`src/common/pspc_map.vh`:
```
// Purpose: named constants for the port control pin logic
// Assumes: 100 MHz system clock, eight ports
// Notes:   times are kept in their own unit, cycle counts derive from them
`ifndef PSPC_MAP_VH
`define PSPC_MAP_VH

`define PSPC_NPORT 8
`define PSPC_CLK_MHZ 100
`define PSPC_MS_CYC (`PSPC_CLK_MHZ * 1000)

// deglitch filter: a level must hold for the longest filter time
`define PSPC_FILT_US 5
`define PSPC_FILT_CYC (`PSPC_FILT_US * `PSPC_CLK_MHZ)
`define PSPC_FILT_W 9
`define PSPC_FILT_LAST 9'h1F3

// 3-bit shutdown: quiet gap that closes a pulse train
`define PSPC_GAP_US 40
`define PSPC_GAP_CYC (`PSPC_GAP_US * `PSPC_CLK_MHZ)
`define PSPC_GAP_W 12
`define PSPC_GAP_LAST 12'hF9F
`define PSPC_PULSE_W 4
`define PSPC_PULSE_MAX 4'h8

// port sequencing times
`define PSPC_BACKOFF_MS 400
`define PSPC_PROBE_MS 20
`define PSPC_CLASS_MS 10
`define PSPC_CNT_W 26
// the same times as 26-bit cycle counts at 100 MHz, sized for the counters
`define PSPC_BACKOFF_CYC 26'h2625A00
`define PSPC_PROBE_CYC 26'h01E8480
`define PSPC_CLASS_CYC 26'h00F4240

// internal power-on reset stretch
`define PSPC_POR_CYC 5'h10
`define PSPC_POR_W 5

// synchroniser bus layout (lsb positions)
`define PSPC_SYNC_W 35
`define PSPC_S_FSD 0
`define PSPC_S_RST 1
`define PSPC_S_SUP 2
`define PSPC_S_VH 3
`define PSPC_S_RNG 11
`define PSPC_S_OC 19
`define PSPC_S_ADR 27
`define PSPC_S_SDA 31
`define PSPC_S_AFL 32
`define PSPC_S_ALV 33
`define PSPC_SYNC_RST 35'h0_0000_0002

// fixed upper target address bits above the four straps
`define PSPC_ADDR_HI 3'h2

`endif

```
`src/rtl/pspc_top.v`:
```
// Purpose: pin level control of an eight port power sourcing controller
// Assumes: pins arrive asynchronous; host config bits are on SYS_CLK_IN
// Notes:   analog probing, classification and current limit sit outside;
//          this block sequences them and owns the gate enables
`timescale 1ns/1ns
`default_nettype none
`include "pspc_map.vh"

module pspc_top #(
   parameter [25:0] BACKOFF_CYC = `PSPC_BACKOFF_CYC,
   parameter [25:0] PROBE_CYC = `PSPC_PROBE_CYC,
   parameter [25:0] CLASS_CYC = `PSPC_CLASS_CYC
) (
   // clock and reset
   input wire SYS_CLK_IN,
   input wire RST_B_IN,
   // asynchronous pins and analog comparators
   input wire FAST_SHUTDOWN_IN,
   input wire RESET_PIN_B_IN,
   input wire SUPPLY_OK_IN,
   input wire [7:0] PORT_HIGH_V_IN,
   input wire [7:0] LOAD_IN_RANGE_IN,
   input wire [7:0] OC_TIMEOUT_IN,
   input wire [3:0] ADDR_STRAP_IN,
   input wire I2C_DATA_IN,
   input wire AUTO_FLOAT_IN,
   input wire [1:0] AUTO_LEVEL_IN,
   // host side controls, same clock
   input wire SHUTDOWN_3BIT_IN,
   input wire [7:0] SHUTDOWN_MASK_IN,
   input wire [23:0] PORT_PRIO_IN,
   input wire [7:0] DETECT_EN_IN,
   input wire [7:0] POWER_EN_IN,
   input wire [7:0] PORT_RESET_IN,
   input wire [7:0] IRQ_CLEAR_IN,
   input wire I2C_DRIVE_LOW_IN,
   // port drive
   output reg [7:0] GATE_DRIVE_OUT,
   output reg [7:0] DISCHARGE_EN_OUT,
   output reg [7:0] PROBE_LOW_OUT,
   output reg [7:0] PROBE_HIGH_OUT,
   output reg [7:0] VPWR_RES_EN_OUT,
   output reg [7:0] CLASS_ACTIVE_OUT,
   // interrupt
   output reg [7:0] IRQ_STATUS_OUT,
   output reg IRQ_N_OUT,
   output reg IRQ_N_OE_OUT,
   // i2c data pins and address
   output reg I2C_DATA_OUT,
   output reg I2C_DATA_OE_OUT,
   output reg I2C_DATA_RX_OUT,
   output reg [6:0] I2C_ADDR_OUT,
   // straps and reset state
   output reg AUTO_EN_OUT,
   output reg [1:0] AUTO_LEVEL_OUT,
   output reg IN_RESET_OUT
);

   localparam [2:0] ST_IDLE = 3'h0;
   localparam [2:0] ST_BACKOFF = 3'h1;
   localparam [2:0] ST_PROBE_LO = 3'h2;
   localparam [2:0] ST_PROBE_HI = 3'h3;
   localparam [2:0] ST_CLASS = 3'h4;
   localparam [2:0] ST_READY = 3'h5;
   localparam [2:0] ST_ON = 3'h6;

   // accept a bit once the second and third stages agree
   function [`PSPC_SYNC_W-1:0] agree;
      input [`PSPC_SYNC_W-1:0] s2;
      input [`PSPC_SYNC_W-1:0] s3;
      input [`PSPC_SYNC_W-1:0] acc;
      begin
         agree = (s2 & s3) | (acc & (s2 | s3));
      end
   endfunction

   // ports whose priority number is at or above the received level
   function [7:0] prio_kill;
      input [23:0] prio;
      input [2:0] code;
      integer k;
      begin
         prio_kill = 8'h00;
         for (k = 0; k < `PSPC_NPORT; k = k + 1) begin
            prio_kill[k] = (prio[3*k +: 3] >= code);
         end
      end
   endfunction

   wire [`PSPC_SYNC_W-1:0] pins;
   reg [`PSPC_SYNC_W-1:0] s1_reg;
   reg [`PSPC_SYNC_W-1:0] s2_reg;
   reg [`PSPC_SYNC_W-1:0] s3_reg;
   reg [`PSPC_SYNC_W-1:0] acc_reg;
   reg [`PSPC_POR_W-1:0] por_cnt_reg;
   reg [`PSPC_FILT_W-1:0] fsd_cnt_reg;
   reg fsd_lvl_reg;
   reg fsd_prev_reg;
   reg [`PSPC_FILT_W-1:0] rst_cnt_reg;
   reg rst_lvl_reg;
   reg [`PSPC_PULSE_W-1:0] pulse_cnt_reg;
   reg [`PSPC_GAP_W-1:0] gap_cnt_reg;
   reg [7:0] code_kill_reg;
   reg strap_done_reg;
   reg [7:0] irq_reg;
   reg [2:0] st_reg [0:7];
   reg [25:0] cnt_reg [0:7];
   reg [7:0] lo_ok_reg;
   wire soft_rst;
   wire [7:0] fsd_kill;
   wire [7:0] kill;
   wire [7:0] irq_set;
   wire sup_ok;
   integer i;
   integer j;

   assign pins = {AUTO_LEVEL_IN, AUTO_FLOAT_IN, I2C_DATA_IN, ADDR_STRAP_IN,
                  OC_TIMEOUT_IN, LOAD_IN_RANGE_IN, PORT_HIGH_V_IN,
                  SUPPLY_OK_IN, RESET_PIN_B_IN, FAST_SHUTDOWN_IN};

   // three stage synchroniser; stage one feeds stage two only
   always @(posedge SYS_CLK_IN) begin
      if (!RST_B_IN) begin
         s1_reg <= `PSPC_SYNC_RST;
         s2_reg <= `PSPC_SYNC_RST;
         s3_reg <= `PSPC_SYNC_RST;
         acc_reg <= `PSPC_SYNC_RST;
      end else begin
         s1_reg <= pins;
         s2_reg <= s1_reg;
         s3_reg <= s2_reg;
         acc_reg <= agree(s2_reg, s3_reg, acc_reg);
      end
   end

   // internal power-on reset stretch, blind to the reset pin
   always @(posedge SYS_CLK_IN) begin
      if (!RST_B_IN) begin
         por_cnt_reg <= {`PSPC_POR_W{1'b0}};
      end else if (por_cnt_reg != `PSPC_POR_CYC) begin
         por_cnt_reg <= por_cnt_reg + 1'b1;
      end
   end

   // fast shutdown filter: any pulse shorter than the window is lost
   always @(posedge SYS_CLK_IN) begin
      if (!RST_B_IN) begin
         fsd_cnt_reg <= {`PSPC_FILT_W{1'b0}};
         fsd_lvl_reg <= 1'b0;
      end else if (acc_reg[`PSPC_S_FSD] != fsd_lvl_reg) begin
         if (fsd_cnt_reg == `PSPC_FILT_LAST) begin
            fsd_lvl_reg <= acc_reg[`PSPC_S_FSD];
            fsd_cnt_reg <= {`PSPC_FILT_W{1'b0}};
         end else begin
            fsd_cnt_reg <= fsd_cnt_reg + 1'b1;
         end
      end else begin
         fsd_cnt_reg <= {`PSPC_FILT_W{1'b0}};
      end
   end

   // reset pin filter, idles released (high)
   always @(posedge SYS_CLK_IN) begin
      if (!RST_B_IN) begin
         rst_cnt_reg <= {`PSPC_FILT_W{1'b0}};
         rst_lvl_reg <= 1'b1;
      end else if (acc_reg[`PSPC_S_RST] != rst_lvl_reg) begin
         if (rst_cnt_reg == `PSPC_FILT_LAST) begin
            rst_lvl_reg <= acc_reg[`PSPC_S_RST];
            rst_cnt_reg <= {`PSPC_FILT_W{1'b0}};
         end else begin
            rst_cnt_reg <= rst_cnt_reg + 1'b1;
         end
      end else begin
         rst_cnt_reg <= {`PSPC_FILT_W{1'b0}};
      end
   end

   assign soft_rst = (por_cnt_reg != `PSPC_POR_CYC) | ~rst_lvl_reg;
   assign sup_ok = acc_reg[`PSPC_S_SUP];

   // 3-bit shutdown: count filtered pulses, act after a quiet gap
   always @(posedge SYS_CLK_IN) begin
      if (!RST_B_IN || soft_rst) begin
         fsd_prev_reg <= 1'b0;
         pulse_cnt_reg <= {`PSPC_PULSE_W{1'b0}};
         gap_cnt_reg <= {`PSPC_GAP_W{1'b0}};
         code_kill_reg <= 8'h00;
      end else begin
         fsd_prev_reg <= fsd_lvl_reg;
         code_kill_reg <= 8'h00;
         if (fsd_lvl_reg && !fsd_prev_reg) begin
            gap_cnt_reg <= {`PSPC_GAP_W{1'b0}};
            if (pulse_cnt_reg != `PSPC_PULSE_MAX) begin
               pulse_cnt_reg <= pulse_cnt_reg + 1'b1;
            end
         end else if (pulse_cnt_reg != {`PSPC_PULSE_W{1'b0}} &&
                      !fsd_lvl_reg) begin
            if (gap_cnt_reg == `PSPC_GAP_LAST) begin
               // one pulse selects level 0, eight pulses level 7
               code_kill_reg <= prio_kill(PORT_PRIO_IN,
                  pulse_cnt_reg[2:0] - 3'h1);
               pulse_cnt_reg <= {`PSPC_PULSE_W{1'b0}};
               gap_cnt_reg <= {`PSPC_GAP_W{1'b0}};
            end else begin
               gap_cnt_reg <= gap_cnt_reg + 1'b1;
            end
         end
      end
   end

   // single pulse mode is a held level on masked ports
   assign fsd_kill = SHUTDOWN_3BIT_IN ? code_kill_reg :
                     (fsd_lvl_reg ? SHUTDOWN_MASK_IN : 8'h00);
   // shutdown shares the port reset command's path
   // overcurrent comes from a pin, so only its synchronised copy is used
   assign kill = PORT_RESET_IN | fsd_kill | acc_reg[`PSPC_S_OC +: 8] |
                 {8{~sup_ok}};
   assign irq_set = {st_reg[7] == ST_ON, st_reg[6] == ST_ON,
                     st_reg[5] == ST_ON, st_reg[4] == ST_ON,
                     st_reg[3] == ST_ON, st_reg[2] == ST_ON,
                     st_reg[1] == ST_ON, st_reg[0] == ST_ON} & kill;

   // straps are caught once after each reset, never while held
   always @(posedge SYS_CLK_IN) begin
      if (!RST_B_IN || soft_rst) begin
         strap_done_reg <= 1'b0;
         AUTO_EN_OUT <= 1'b0;
         AUTO_LEVEL_OUT <= 2'h0;
         I2C_ADDR_OUT <= 7'h00;
      end else if (!strap_done_reg) begin
         strap_done_reg <= 1'b1;
         AUTO_EN_OUT <= ~acc_reg[`PSPC_S_AFL];
         AUTO_LEVEL_OUT <= acc_reg[`PSPC_S_ALV +: 2];
         I2C_ADDR_OUT <= {`PSPC_ADDR_HI, acc_reg[`PSPC_S_ADR +: 4]};
      end
   end

   // interrupt register: a new event beats a same-cycle clear
   always @(posedge SYS_CLK_IN) begin
      if (!RST_B_IN || soft_rst) begin
         irq_reg <= 8'h00;
         IRQ_STATUS_OUT <= 8'h00;
         IRQ_N_OUT <= 1'b0;
         IRQ_N_OE_OUT <= 1'b0;
      end else begin
         irq_reg <= (irq_reg & ~IRQ_CLEAR_IN) | irq_set;
         IRQ_STATUS_OUT <= (irq_reg & ~IRQ_CLEAR_IN) | irq_set;
         IRQ_N_OUT <= 1'b0;
         IRQ_N_OE_OUT <= |((irq_reg & ~IRQ_CLEAR_IN) | irq_set);
      end
   end

   // i2c: receive on its own pin, drive only by pulling low
   always @(posedge SYS_CLK_IN) begin
      if (!RST_B_IN) begin
         I2C_DATA_OUT <= 1'b0;
         I2C_DATA_OE_OUT <= 1'b0;
         I2C_DATA_RX_OUT <= 1'b1;
      end else begin
         I2C_DATA_OUT <= 1'b0;
         I2C_DATA_OE_OUT <= I2C_DRIVE_LOW_IN;
         I2C_DATA_RX_OUT <= acc_reg[`PSPC_S_SDA];
      end
   end

   // per-port sequencers run side by side, no shared arbiter
   always @(posedge SYS_CLK_IN) begin
      if (!RST_B_IN || soft_rst) begin
         for (i = 0; i < `PSPC_NPORT; i = i + 1) begin
            st_reg[i] <= ST_IDLE;
            cnt_reg[i] <= 26'h0;
         end
         lo_ok_reg <= 8'h00;
      end else begin
         for (i = 0; i < `PSPC_NPORT; i = i + 1) begin
            cnt_reg[i] <= cnt_reg[i] + 26'h1;
            if (kill[i]) begin
               st_reg[i] <= ST_IDLE;
               cnt_reg[i] <= 26'h0;
            end else begin
               case (st_reg[i])
                  ST_IDLE: begin
                     cnt_reg[i] <= 26'h0;
                     if (DETECT_EN_IN[i] || AUTO_EN_OUT) begin
                        if (acc_reg[`PSPC_S_VH + i]) begin
                           st_reg[i] <= ST_BACKOFF;
                        end else begin
                           st_reg[i] <= ST_PROBE_LO;
                        end
                     end
                  end
                  ST_BACKOFF: begin
                     if (cnt_reg[i] == BACKOFF_CYC - 26'h1) begin
                        st_reg[i] <= ST_PROBE_LO;
                        cnt_reg[i] <= 26'h0;
                     end
                  end
                  ST_PROBE_LO: begin
                     if (cnt_reg[i] == PROBE_CYC - 26'h1) begin
                        lo_ok_reg[i] <= acc_reg[`PSPC_S_RNG + i];
                        st_reg[i] <= ST_PROBE_HI;
                        cnt_reg[i] <= 26'h0;
                     end
                  end
                  ST_PROBE_HI: begin
                     if (cnt_reg[i] == PROBE_CYC - 26'h1) begin
                        cnt_reg[i] <= 26'h0;
                        if (lo_ok_reg[i] && acc_reg[`PSPC_S_RNG + i]) begin
                           st_reg[i] <= ST_CLASS;
                        end else begin
                           st_reg[i] <= ST_IDLE;
                        end
                     end
                  end
                  ST_CLASS: begin
                     if (cnt_reg[i] == CLASS_CYC - 26'h1) begin
                        st_reg[i] <= ST_READY;
                     end
                  end
                  ST_READY: begin
                     if (POWER_EN_IN[i] || AUTO_EN_OUT) begin
                        st_reg[i] <= ST_ON;
                     end else if (!DETECT_EN_IN[i] && !AUTO_EN_OUT) begin
                        st_reg[i] <= ST_IDLE;
                     end
                  end
                  ST_ON: begin
                     if (!POWER_EN_IN[i] && !AUTO_EN_OUT) begin
                        st_reg[i] <= ST_IDLE;
                     end
                  end
                  default: begin
                     st_reg[i] <= ST_IDLE;
                  end
               endcase
            end
         end
      end
   end

   // port drive flops; gate also drops on a kill seen this cycle
   always @(posedge SYS_CLK_IN) begin
      if (!RST_B_IN || soft_rst) begin
         GATE_DRIVE_OUT <= 8'h00;
         DISCHARGE_EN_OUT <= 8'h00;
         PROBE_LOW_OUT <= 8'h00;
         PROBE_HIGH_OUT <= 8'h00;
         VPWR_RES_EN_OUT <= 8'hFF;
         CLASS_ACTIVE_OUT <= 8'h00;
         IN_RESET_OUT <= 1'b1;
      end else begin
         IN_RESET_OUT <= 1'b0;
         for (j = 0; j < `PSPC_NPORT; j = j + 1) begin
            GATE_DRIVE_OUT[j] <= (st_reg[j] == ST_ON) & ~kill[j];
            DISCHARGE_EN_OUT[j] <= (st_reg[j] == ST_BACKOFF);
            PROBE_LOW_OUT[j] <= (st_reg[j] == ST_PROBE_LO);
            PROBE_HIGH_OUT[j] <= (st_reg[j] == ST_PROBE_HI);
            VPWR_RES_EN_OUT[j] <= (st_reg[j] != ST_PROBE_LO) &&
                                  (st_reg[j] != ST_PROBE_HI) &&
                                  (st_reg[j] != ST_ON);
            CLASS_ACTIVE_OUT[j] <= (st_reg[j] == ST_CLASS);
         end
      end
   end

endmodule
`default_nettype wire
```
`config.mk`:
```
export PLATFORM = sky130hd
export DESIGN_NAME = pspc_top
export DESIGN_NICKNAME = d
export VERILOG_FILES = /design/src/rtl/pspc_top.v
export VERILOG_INCLUDE_DIRS = /design/src /design/src/common
export SDC_FILE = /design/constraint.sdc
export NUM_CORES = 1
export LEC_CHECK = 0
export ABC_AREA = 1
export BUFFER_PORTS_ARGS = -buffer_cell sky130_fd_sc_hd__buf_2
export CAP_MARGIN = 20
export CORE_MARGIN = 5
export CORE_UTILIZATION = 28
export DETAILED_ROUTE_END_ITERATION = 8
export GPL_TIMING_DRIVEN = 0
export HOLD_SLACK_MARGIN = 0.12
export PLACE_DENSITY_LB_ADDON = 0.05
export SKIP_LAST_GASP = 1
export SLEW_MARGIN = 10
export SYNTH_ARGS = -nofsm -noshare
export SYNTH_HDL_FRONTEND = slang
export SYNTH_SLANG_ARGS = --single-unit
```
`constraint.sdc`:
```
create_clock -name SYS_CLK_IN -period 3.55 [get_ports SYS_CLK_IN]
set_input_delay 0.355 -clock SYS_CLK_IN [delete_from_list [all_inputs] [get_ports SYS_CLK_IN]]
set_output_delay 0.355 -clock SYS_CLK_IN [all_outputs]
set_load 0.03 [all_outputs]
```
Word-level counts from Yosys, hierarchy flattened
Memory sizes are Yosys's and may differ from the RTL's.
Index checks and enable logic that the tools add are counted.
- flip-flop bits (word level): 267
- memory bits (writable): 232
- input port bits: 103
- output and inout bits: 72
- word-level logic and storage cells: 1172
- memories: 2
- add/sub/neg operators: 14
- order comparisons: 8
- eq/ne operators: 104
- mux-type cells: 714
- bitwise operators: 180
- reduce and logical (&&, ||, !) cells: 114
- memories (memory ; depth ; width ; read ports ; clocked after Yosys merged registers in ; wr ports ; RTL line ; source):
    cnt_reg ; 8 ; 26 ; 8 ; 0 ; 8 ; pspc_top.v:107 ; reg [25:0] cnt_reg [0:7];
    st_reg ; 8 ; 3 ; 8 ; 0 ; 8 ; pspc_top.v:106 ; reg [2:0] st_reg [0:7];
- operators by type and width (cell ; count):
    2-to-1 mux 26 bit ; 48
    2-to-1 mux 1 bit ; 563
    2-to-1 mux 3 bit ; 96
    adder 26 x 1 -> 26 bit (second input constant) ; 8
    == test 26 x 20 -> 1 bit (second input constant) ; 8
    == test 26 x 21 -> 1 bit (second input constant) ; 8
    == test 26 bit (second input constant) ; 8
    OR 1 bit ; 145
    == test 3 bit (second input constant) ; 24
    AND 35 bit ; 2
    OR 35 bit ; 2
    OR reduction 7 bit ; 8
    == test 3 x 2 -> 1 bit (second input constant) ; 16
    != test 3 x 2 -> 1 bit (second input constant) ; 16
    logical AND 1 bit ; 42
    OR 8 bit ; 4
    AND reduction 3 bit ; 9
    == test 3 x 1 -> 1 bit (second input constant) ; 8
    greater-or-equal comparator 3 bit ; 8
    zero test 3 bit ; 8
    != test 3 bit (second input constant) ; 8
    zero test 1 bit ; 20
    adder 9 x 1 -> 9 bit (second input constant) ; 2
    == test 9 bit (second input constant) ; 2
    other kinds (24) ; 71

Longest topological paths before layout
Gate-level depths: netlist (run 1).
- word-level depth: 20
- mapped depth: 15
- mapped depth without buffers: 13

Worst setup path before layout (run 1)
Ideal clock, no wire load.
- path type: reg2reg
- from: register por_cnt_reg[0]
- to: memory st_reg[0][0] (enable)
- data arrival time: 1.664 ns
- data required time: 3.244 ns
- path slack: 1.579 ns
- cell stages (with the launch flop): 13
- path buffers: 2
- path through: dfxtp_1 -> inv_1 -> ha_1 -> nand2_1 -> nor2_4 -> nand2_4 -> buf_6 -> buf_2 -> nor3_1 -> nand3_1 -> nand3_1 -> nor2_1 -> nand3_1
- RTL lines (what ; RTL line ; source):
    start: declaration ; pspc_top.v:95 ; reg [`PSPC_POR_W-1:0] por_cnt_reg;
    start signal: assignment ; pspc_top.v:139 ; por_cnt_reg <= {`PSPC_POR_W{1'b0}};
    start signal: assignment ; pspc_top.v:141 ; por_cnt_reg <= por_cnt_reg + 1'b1;
    end: declaration ; pspc_top.v:106 ;

Worst setup path in the final report (run 1)
- from: register por_cnt_reg[0]
- to: register DISCHARGE_EN_OUT[6]
- cells in the longest elaborated chain, start to end: 3
- ends and longest elaborated chain (what ; RTL line ; source):
    != test 5 bit (no source line) ; - ;
    OR 1 bit ; pspc_top.v:179 ; assign soft_rst = (por_cnt_reg != `PSPC_POR_CYC) | ~rst_lvl_reg;
    logical OR 1 bit ; pspc_top.v:344 ; if (!RST_B_IN || soft_rst) begin
    end signal: indexed assignment ; pspc_top.v:356 ; DISCHARGE_EN_OUT[j] <= (st_reg[j] == ST_BACKOFF);
    end: declaration ; pspc_top.v:39 ; output reg [7:0] DISCHARGE_EN_OUT,
Every way passes these cells.
A chain may end at the register's enable or synchronous reset.

==> results of run 1 <==
## per-stage QoR
step           hold WS (ns)  setup WS, ns  utilization, %  total power, W  cells
5_1_grt               0.192         0.361            34.5          0.0140   4921
2_1_floorplan         0.390          1.58               -         0.00656   3427
3_5_place_dp          0.396         0.363            31.6         0.00676   4763
3_3_place_gp          0.394        -0.104            31.6         0.00676   4761
6_report              0.197         0.516            34.5          0.0134   4925
4_1_cts               0.189         0.335            34.5          0.0137   4920
## layout make-up
type	instances	area [um2]	area share, %
Buffer	53	320	1.05
Multi-Input combinational cell	2364	11200	36.9
Clock inverter	25	274	0.902
Antenna cell	5	12.5	0.0412
Inverter	511	1920	6.33
Clock buffer	96	1910	6.27
Timing Repair Buffer	207	1240	4.07
Tap cell	1165	1460	4.80
Sequential cell	499	12100	39.7
## worst max-delay path by stage
stage | startpoint | slack, ns | depth (start not counted) | to
finish | por_cnt_reg[0] | 0.52 | 10 | DISCHARGE_EN_OUT[6]
global route | por_cnt_reg[0] | 0.36 | 10 | DISCHARGE_EN_OUT[7]
CTS | por_cnt_reg[0] | 0.34 | 10 | DISCHARGE_EN_OUT[7]
detailed placement | por_cnt_reg[0] | 0.36 | 10 | DISCHARGE_EN_OUT[7]
global placement | por_cnt_reg[0] | -0.10 | 10 | st_reg[0][7]
floorplan | por_cnt_reg[0] | 1.58 | 12 | st_reg[0][0]
## routing by layer
metal / up-vias / GRT usage (%) / part of all wire (%)
met1: 9512 / 21.4 / 48
met5: - / 0 / 0.015
met4: 2 / 5.02 / 2.7
met3: 104 / 3.12 / 5.1
met2: 348 / 25.2 / 44
li1: 11200 / - / -
## where the power goes
group	leakage, nW	switching, W	internal [W]
clock network	1.08	0.00266	0.00405
logic	7.31	0.000301	0.000175
registers	4.55	0.000109	0.00609
total	12.9	0.00306	0.0103
## timing repair
action                                 CTS  global route
setup endpoints to repair                0             0
endpoints found under the hold margin   36             0
hold buffers                            36             0
## worst max-delay path: stages (launching register included)
cell	delay, ns
dfxtp_1	0.38
inv_1	0.08
ha_1	0.19
nand2_1	0.12
nor2_4	0.06
nand2_4	0.18
buf_6	0.29
buf_2	0.45
buf_2	0.48
buf_2	0.43
nor2_1	0.14
## placed cells by master (no fill, tap or decap), drive strengths merged, types with 27 or more instances in the layout
master,Yosys,final
nand2,673,673
nor2,609,609
inv,511,516
dfxtp,293,293
nand3,230,230
edfxtp,206,206
buf,31,202
conb,2,186
nor3,137,137
clkbuf,22,118
a21oi,113,113
o21ai,106,106
nand4,73,73
xor2,54,54
ha,39,39
dlygate4sd3,0,36
or2,27,27
## logic make-up (layout without fill, tap and decap cells)
| kind of cell | count (synthesis) | count (layout) | synth area share, % |
|---|---|---|---|
| AND/OR/NAND/NOR | 1799 | 1799 | 31.9 |
| buffers and inverters | 564 | 892 | 9.03 |
| flip-flops | 499 | 499 | 48.6 |
| AO/OA/AOI/OAI | 261 | 261 | 5.75 |
| XOR/XNOR | 79 | 79 | 2.79 |
| adder cells (fa/ha/maj) | 39 | 39 | 1.97 |
| other | 2 | 191 | 0.0303 |
==> out/qor.yml, run 1 <==
timing:
  hold_viol_final: 0
  finalClockSkew_ns: 0.0300
  max_freq_mhz: 330
  maxSlewViolCount: 0
  finalSetupViolCount: 0
  slew_headroom_pct: 38.6
  fin_crit_ns: 3.03
  final.period_utilization_pct: 85.5
  fin_setup_tns_ns: 0
  tightestPinTransition_ns: 0.914
  rsz0062_at_grt: "false"
synth:
  yosys_warnings: 0
  netlist.area_leader.share_pct: 24.9
  synth_common_cells: "666 x nand2_1, 572 x nor2_1, 491 x inv_1"
  synthCells: 3243
  synth_enable_flop_cells: 206
  ys_seq_area_share_pct: 48.6
  syn-cell-area_um2: 24800
  synth-main-ff-cell: "dfxtp_1"
  synth.avg_cell_area_um2: 7.65
  synth.distinct_cells: 48
  synth_seq_cells: 499
  synth_area_leader_cell: "edfxtp_1"
  synth.most_common_cell: "nand2_1"
  ys_async_sr_fraction_pct: 0
  netlist_top_cells_area: "edfxtp_1 25%, dfxtp_1 24%, nand2_1 10%, nor2_1 8.7%, inv_1 7.4%"
floorplan:
  rows: 109
  dieArea_um2: 94700
  die_x_um: 308
  ios: 175
  die_y_um: 308
  initial_utilization_pct: 28.2
  coreArea_um2: 88100
cts:
  clk_pin_slew_worst_paths_ns: 0.05
  root_buffer: "clkbuf_16"
  insertion_delay_ns: 0.61
  cts-resized-gates: 0
  post_cts_buffers: 0
  clock_sinks: 499
  h-tree-depth: 3
  numCtsBuffers: 66
  clockBufferDepth: 3
  cts_tree: "yes"
setup_path:
  worst_setup_path_start_kind: "flop"
  ff2ff_setup_slack_ns: 0.52
  critical_path_class: "flop to flop"
  cp_data_required_time_ns: 4.00
  cp-end-kind: "flop"
  reg2reg_depth: 10
  arrival_ns: 3.48
  cp_max_fo: 10
  timing.rr.start: "por_cnt_reg[0]"
  timing.rr.end: "DISCHARGE_EN_OUT[6]"
finish:
  drive_above_1_share_pct: 11.2
  layout.nets: 3844
  n_fill_cell: 9588
  largest_reg_flops: 208
  syn2layout_area_growth_pct: 22.5
  design_area_um2: 30400
detailed_routing:
  wl_per_cell_um: 15.3
  wirelength_um: 75100
  remaining_drc_errors: 0
  detail-route-antenna-nets: 0
  firstDrtPassIters: 5
  drtIter0Drc: 1191
  vias_per_cell: 4.29
  vias: 21200
power:
  peakVddDrop_mv: 0.294
  power.density_nw_per_um2: 440
  cellLeakagePower_nw: 12.9
global_route:
  grt_pass1_vias: 20800
  grt_pass1_wl_um: 117000
  grt_antenna_before_repair: 7
  grt.total_usage_pct: 15.7
  grt.overflow.total: 0
  grt_max_degree: 13
worst_hold_path:
  holdPathEnd: "irq_reg[3]"
  hp-start: "IRQ_CLEAR_IN[3]"
  hold_depth: 4
  worstHoldPathType: "input port to flop"
placed_design:
  portBuffers: 169
  dp_hpwl_um: 57300
  placedInstanceArea_um2: 27800
  gp_congestion: 0.833
run_status:
  outcome: "completed"
job:
  cap_viol_max_count: 0
No activity file was read; power rests on OpenSTA's default activity.
==> run 2, diff against run 1 <==
CORE_UTILIZATION = 35   (was 28)
SETUP_SLACK_MARGIN = 0.02   (was unset)
==> run 2 against run 1 <==
Effect of this change: power is 1.1% lower; non-clock buffer count is 2 higher; first-iteration DRC count is 0.76% higher; sequential share of layout area is 0.38 points higher; critical path depth is 1 higher; highest routed layer unchanged; via count is 1.8% higher; sequential power hardly changed; die area is 19% lower; wire length is 7.2% lower; final cell count is 4.8% lower; combinational power is 2% lower; critical path type unchanged.
==> out/qor.yml, run 2 (synthesis gave the netlist of run 1 again) <==
setup_path:
  cp_data_required_time_ns: 3.90
  worst_setup_path_start_kind: "flop"
  cp-end-kind: "flop"
  critical_path_class: "flop to flop"
  arrival_ns: 3.46
  cp_max_fo: 10
finish:
  syn2layout_area_growth_pct: 21.3
  final_common_cell: "nand2_1"
  layout.cells.most_common_list: "666 x nand2_1, 572 x nor2_1, 491 x inv_1"
  diodes: 0
  instances_no_fill: 4689
  largest_reg_flops: 208
  n_fill_cell: 7313
  drive_above_1_share_pct: 11.1
  layout.nets: 3841
global_route:
  grt_pass1_wl_um: 111000
  grt.overflow.total: 0
  grt_antenna_before_repair: 3
  grt_max_degree: 17
  grt.total_usage_pct: 17.8
  grt_pass1_vias: 20700
job:
  cap_viol_max_count: 0
detailed_routing:
  wirelength_um: 69700
  wl_met1_um: 33300
  vias_per_cell: 4.59
  top_layer: "met5"
  firstDrtPassIters: 6
  detail-route-antenna-nets: 0
  drtIter0Drc: 1200
  route.met2.wl_um: 31500
  vias: 21500
  wl_per_cell_um: 14.9
  dr_wl_met3_um: 3380
  remaining_drc_errors: 0
timing:
  rsz0062_at_grt: "false"
  hold_viol_final: 0
  maxSlewViolCount: 0
  finalSetupViolCount: 0
  finalClockSkew_ns: 0.0147
  fin_crit_ns: 3.11
  max_freq_mhz: 321
  slew_headroom_pct: 28.7
  fin_setup_tns_ns: 0
  final.period_utilization_pct: 87.6
  tightestPinTransition_ns: 1.07
power:
  cellLeakagePower_nw: 12.9
  peakVddDrop_mv: 0.357
  power.density_nw_per_um2: 439
floorplan:
  die_x_um: 276
  rows: 97
  ios: 175
  coreArea_um2: 70100
  die_y_um: 276
  initial_utilization_pct: 35.4
  dieArea_um2: 76300
placed_design:
  gp_congestion: 0.870
  portBuffers: 169
  dp_hpwl_um: 53400
  dp.cells: 4540
cts:
  root_buffer: "clkbuf_16"
  clockBufferDepth: 3
  clk_pin_slew_worst_paths_ns: 0.06
  cts-resized-gates: 0
  cts_tree: "yes"
  h-tree-depth: 2
  clock_sinks: 499
  insertion_delay_ns: 0.63
  numCtsBuffers: 61
  post_cts_buffers: 0
worst_hold_path:
  worstHoldPathType: "input port to flop"
run_status:
  outcome: "completed"
## run 2: per-layer routing
layer  GRT usage, %  vias up
li1               -    11200
met1           24.4     9831
met2           29.4      446
met3           3.05       88
met4           4.46        4
met5              0        -
## run 2: worst max-delay path, cell delays in order (launching register included)
cell     delay (ns)
dfxtp_1        0.34
inv_1          0.09
ha_1           0.14
nand2_1        0.10
inv_1          0.08
nand2_2        0.07
nor2_2         0.22
buf_4          0.34
buf_2          0.49
buf_1          0.56
buf_8          0.23
nand3_1        0.15
## run 2: cell type report
cell class              instances  area [um2]  share of cell area (%)
plain buffers                  53         317                    1.05
clock buffers                  98        1990                    6.60
clock inverters                15         178                   0.590
inverters                     511        1920                    6.39
multi-input cells            2364       11200                    37.2
flip-flops and latches        499       12100                    40.0
well taps                     940        1180                    3.91
repair buffers                209        1260                    4.18
## run 2: path summary, 6_finish.rpt
kind,startpoint,to,slack [ns],cells after the start
worst min register to register,s1_reg[0],s2_reg[0],0.41,2
worst max register to register,por_cnt_reg[0],st_reg[0][8],0.44,11
worst max-delay path,por_cnt_reg[0],st_reg[0][8],0.44,11
worst min-delay path,IRQ_CLEAR_IN[3],irq_reg[3],0.14,4
## run 2: through the flow
stage | power [W] | hold WS [ns] | worst slack (ns) | utilization (%) | area [um2]
detailed placement | 0.00674 | 0.399 | 0.346 | 39.3 | 27600
global placement | 0.00674 | 0.395 | 0.0535 | 39.2 | 27500
CTS | 0.0134 | 0.138 | 0.328 | 42.9 | 30100
global route | 0.0138 | 0.171 | 0.226 | 42.9 | 30100
finish | 0.0132 | 0.137 | 0.439 | 42.9 | 30100
floorplan | 0.00656 | 0.390 | 1.58 | - | 25500
## run 2: timing repair
action                                 CTS  global route
setup endpoints to repair                0             0
hold buffers                            36             0
endpoints found under the hold margin   36             0
## run 2: report_power, final
part           internal (W)  switching, W
Clock               0.00404       0.00252
Combinational      0.000175      0.000291
Sequential          0.00609      0.000106
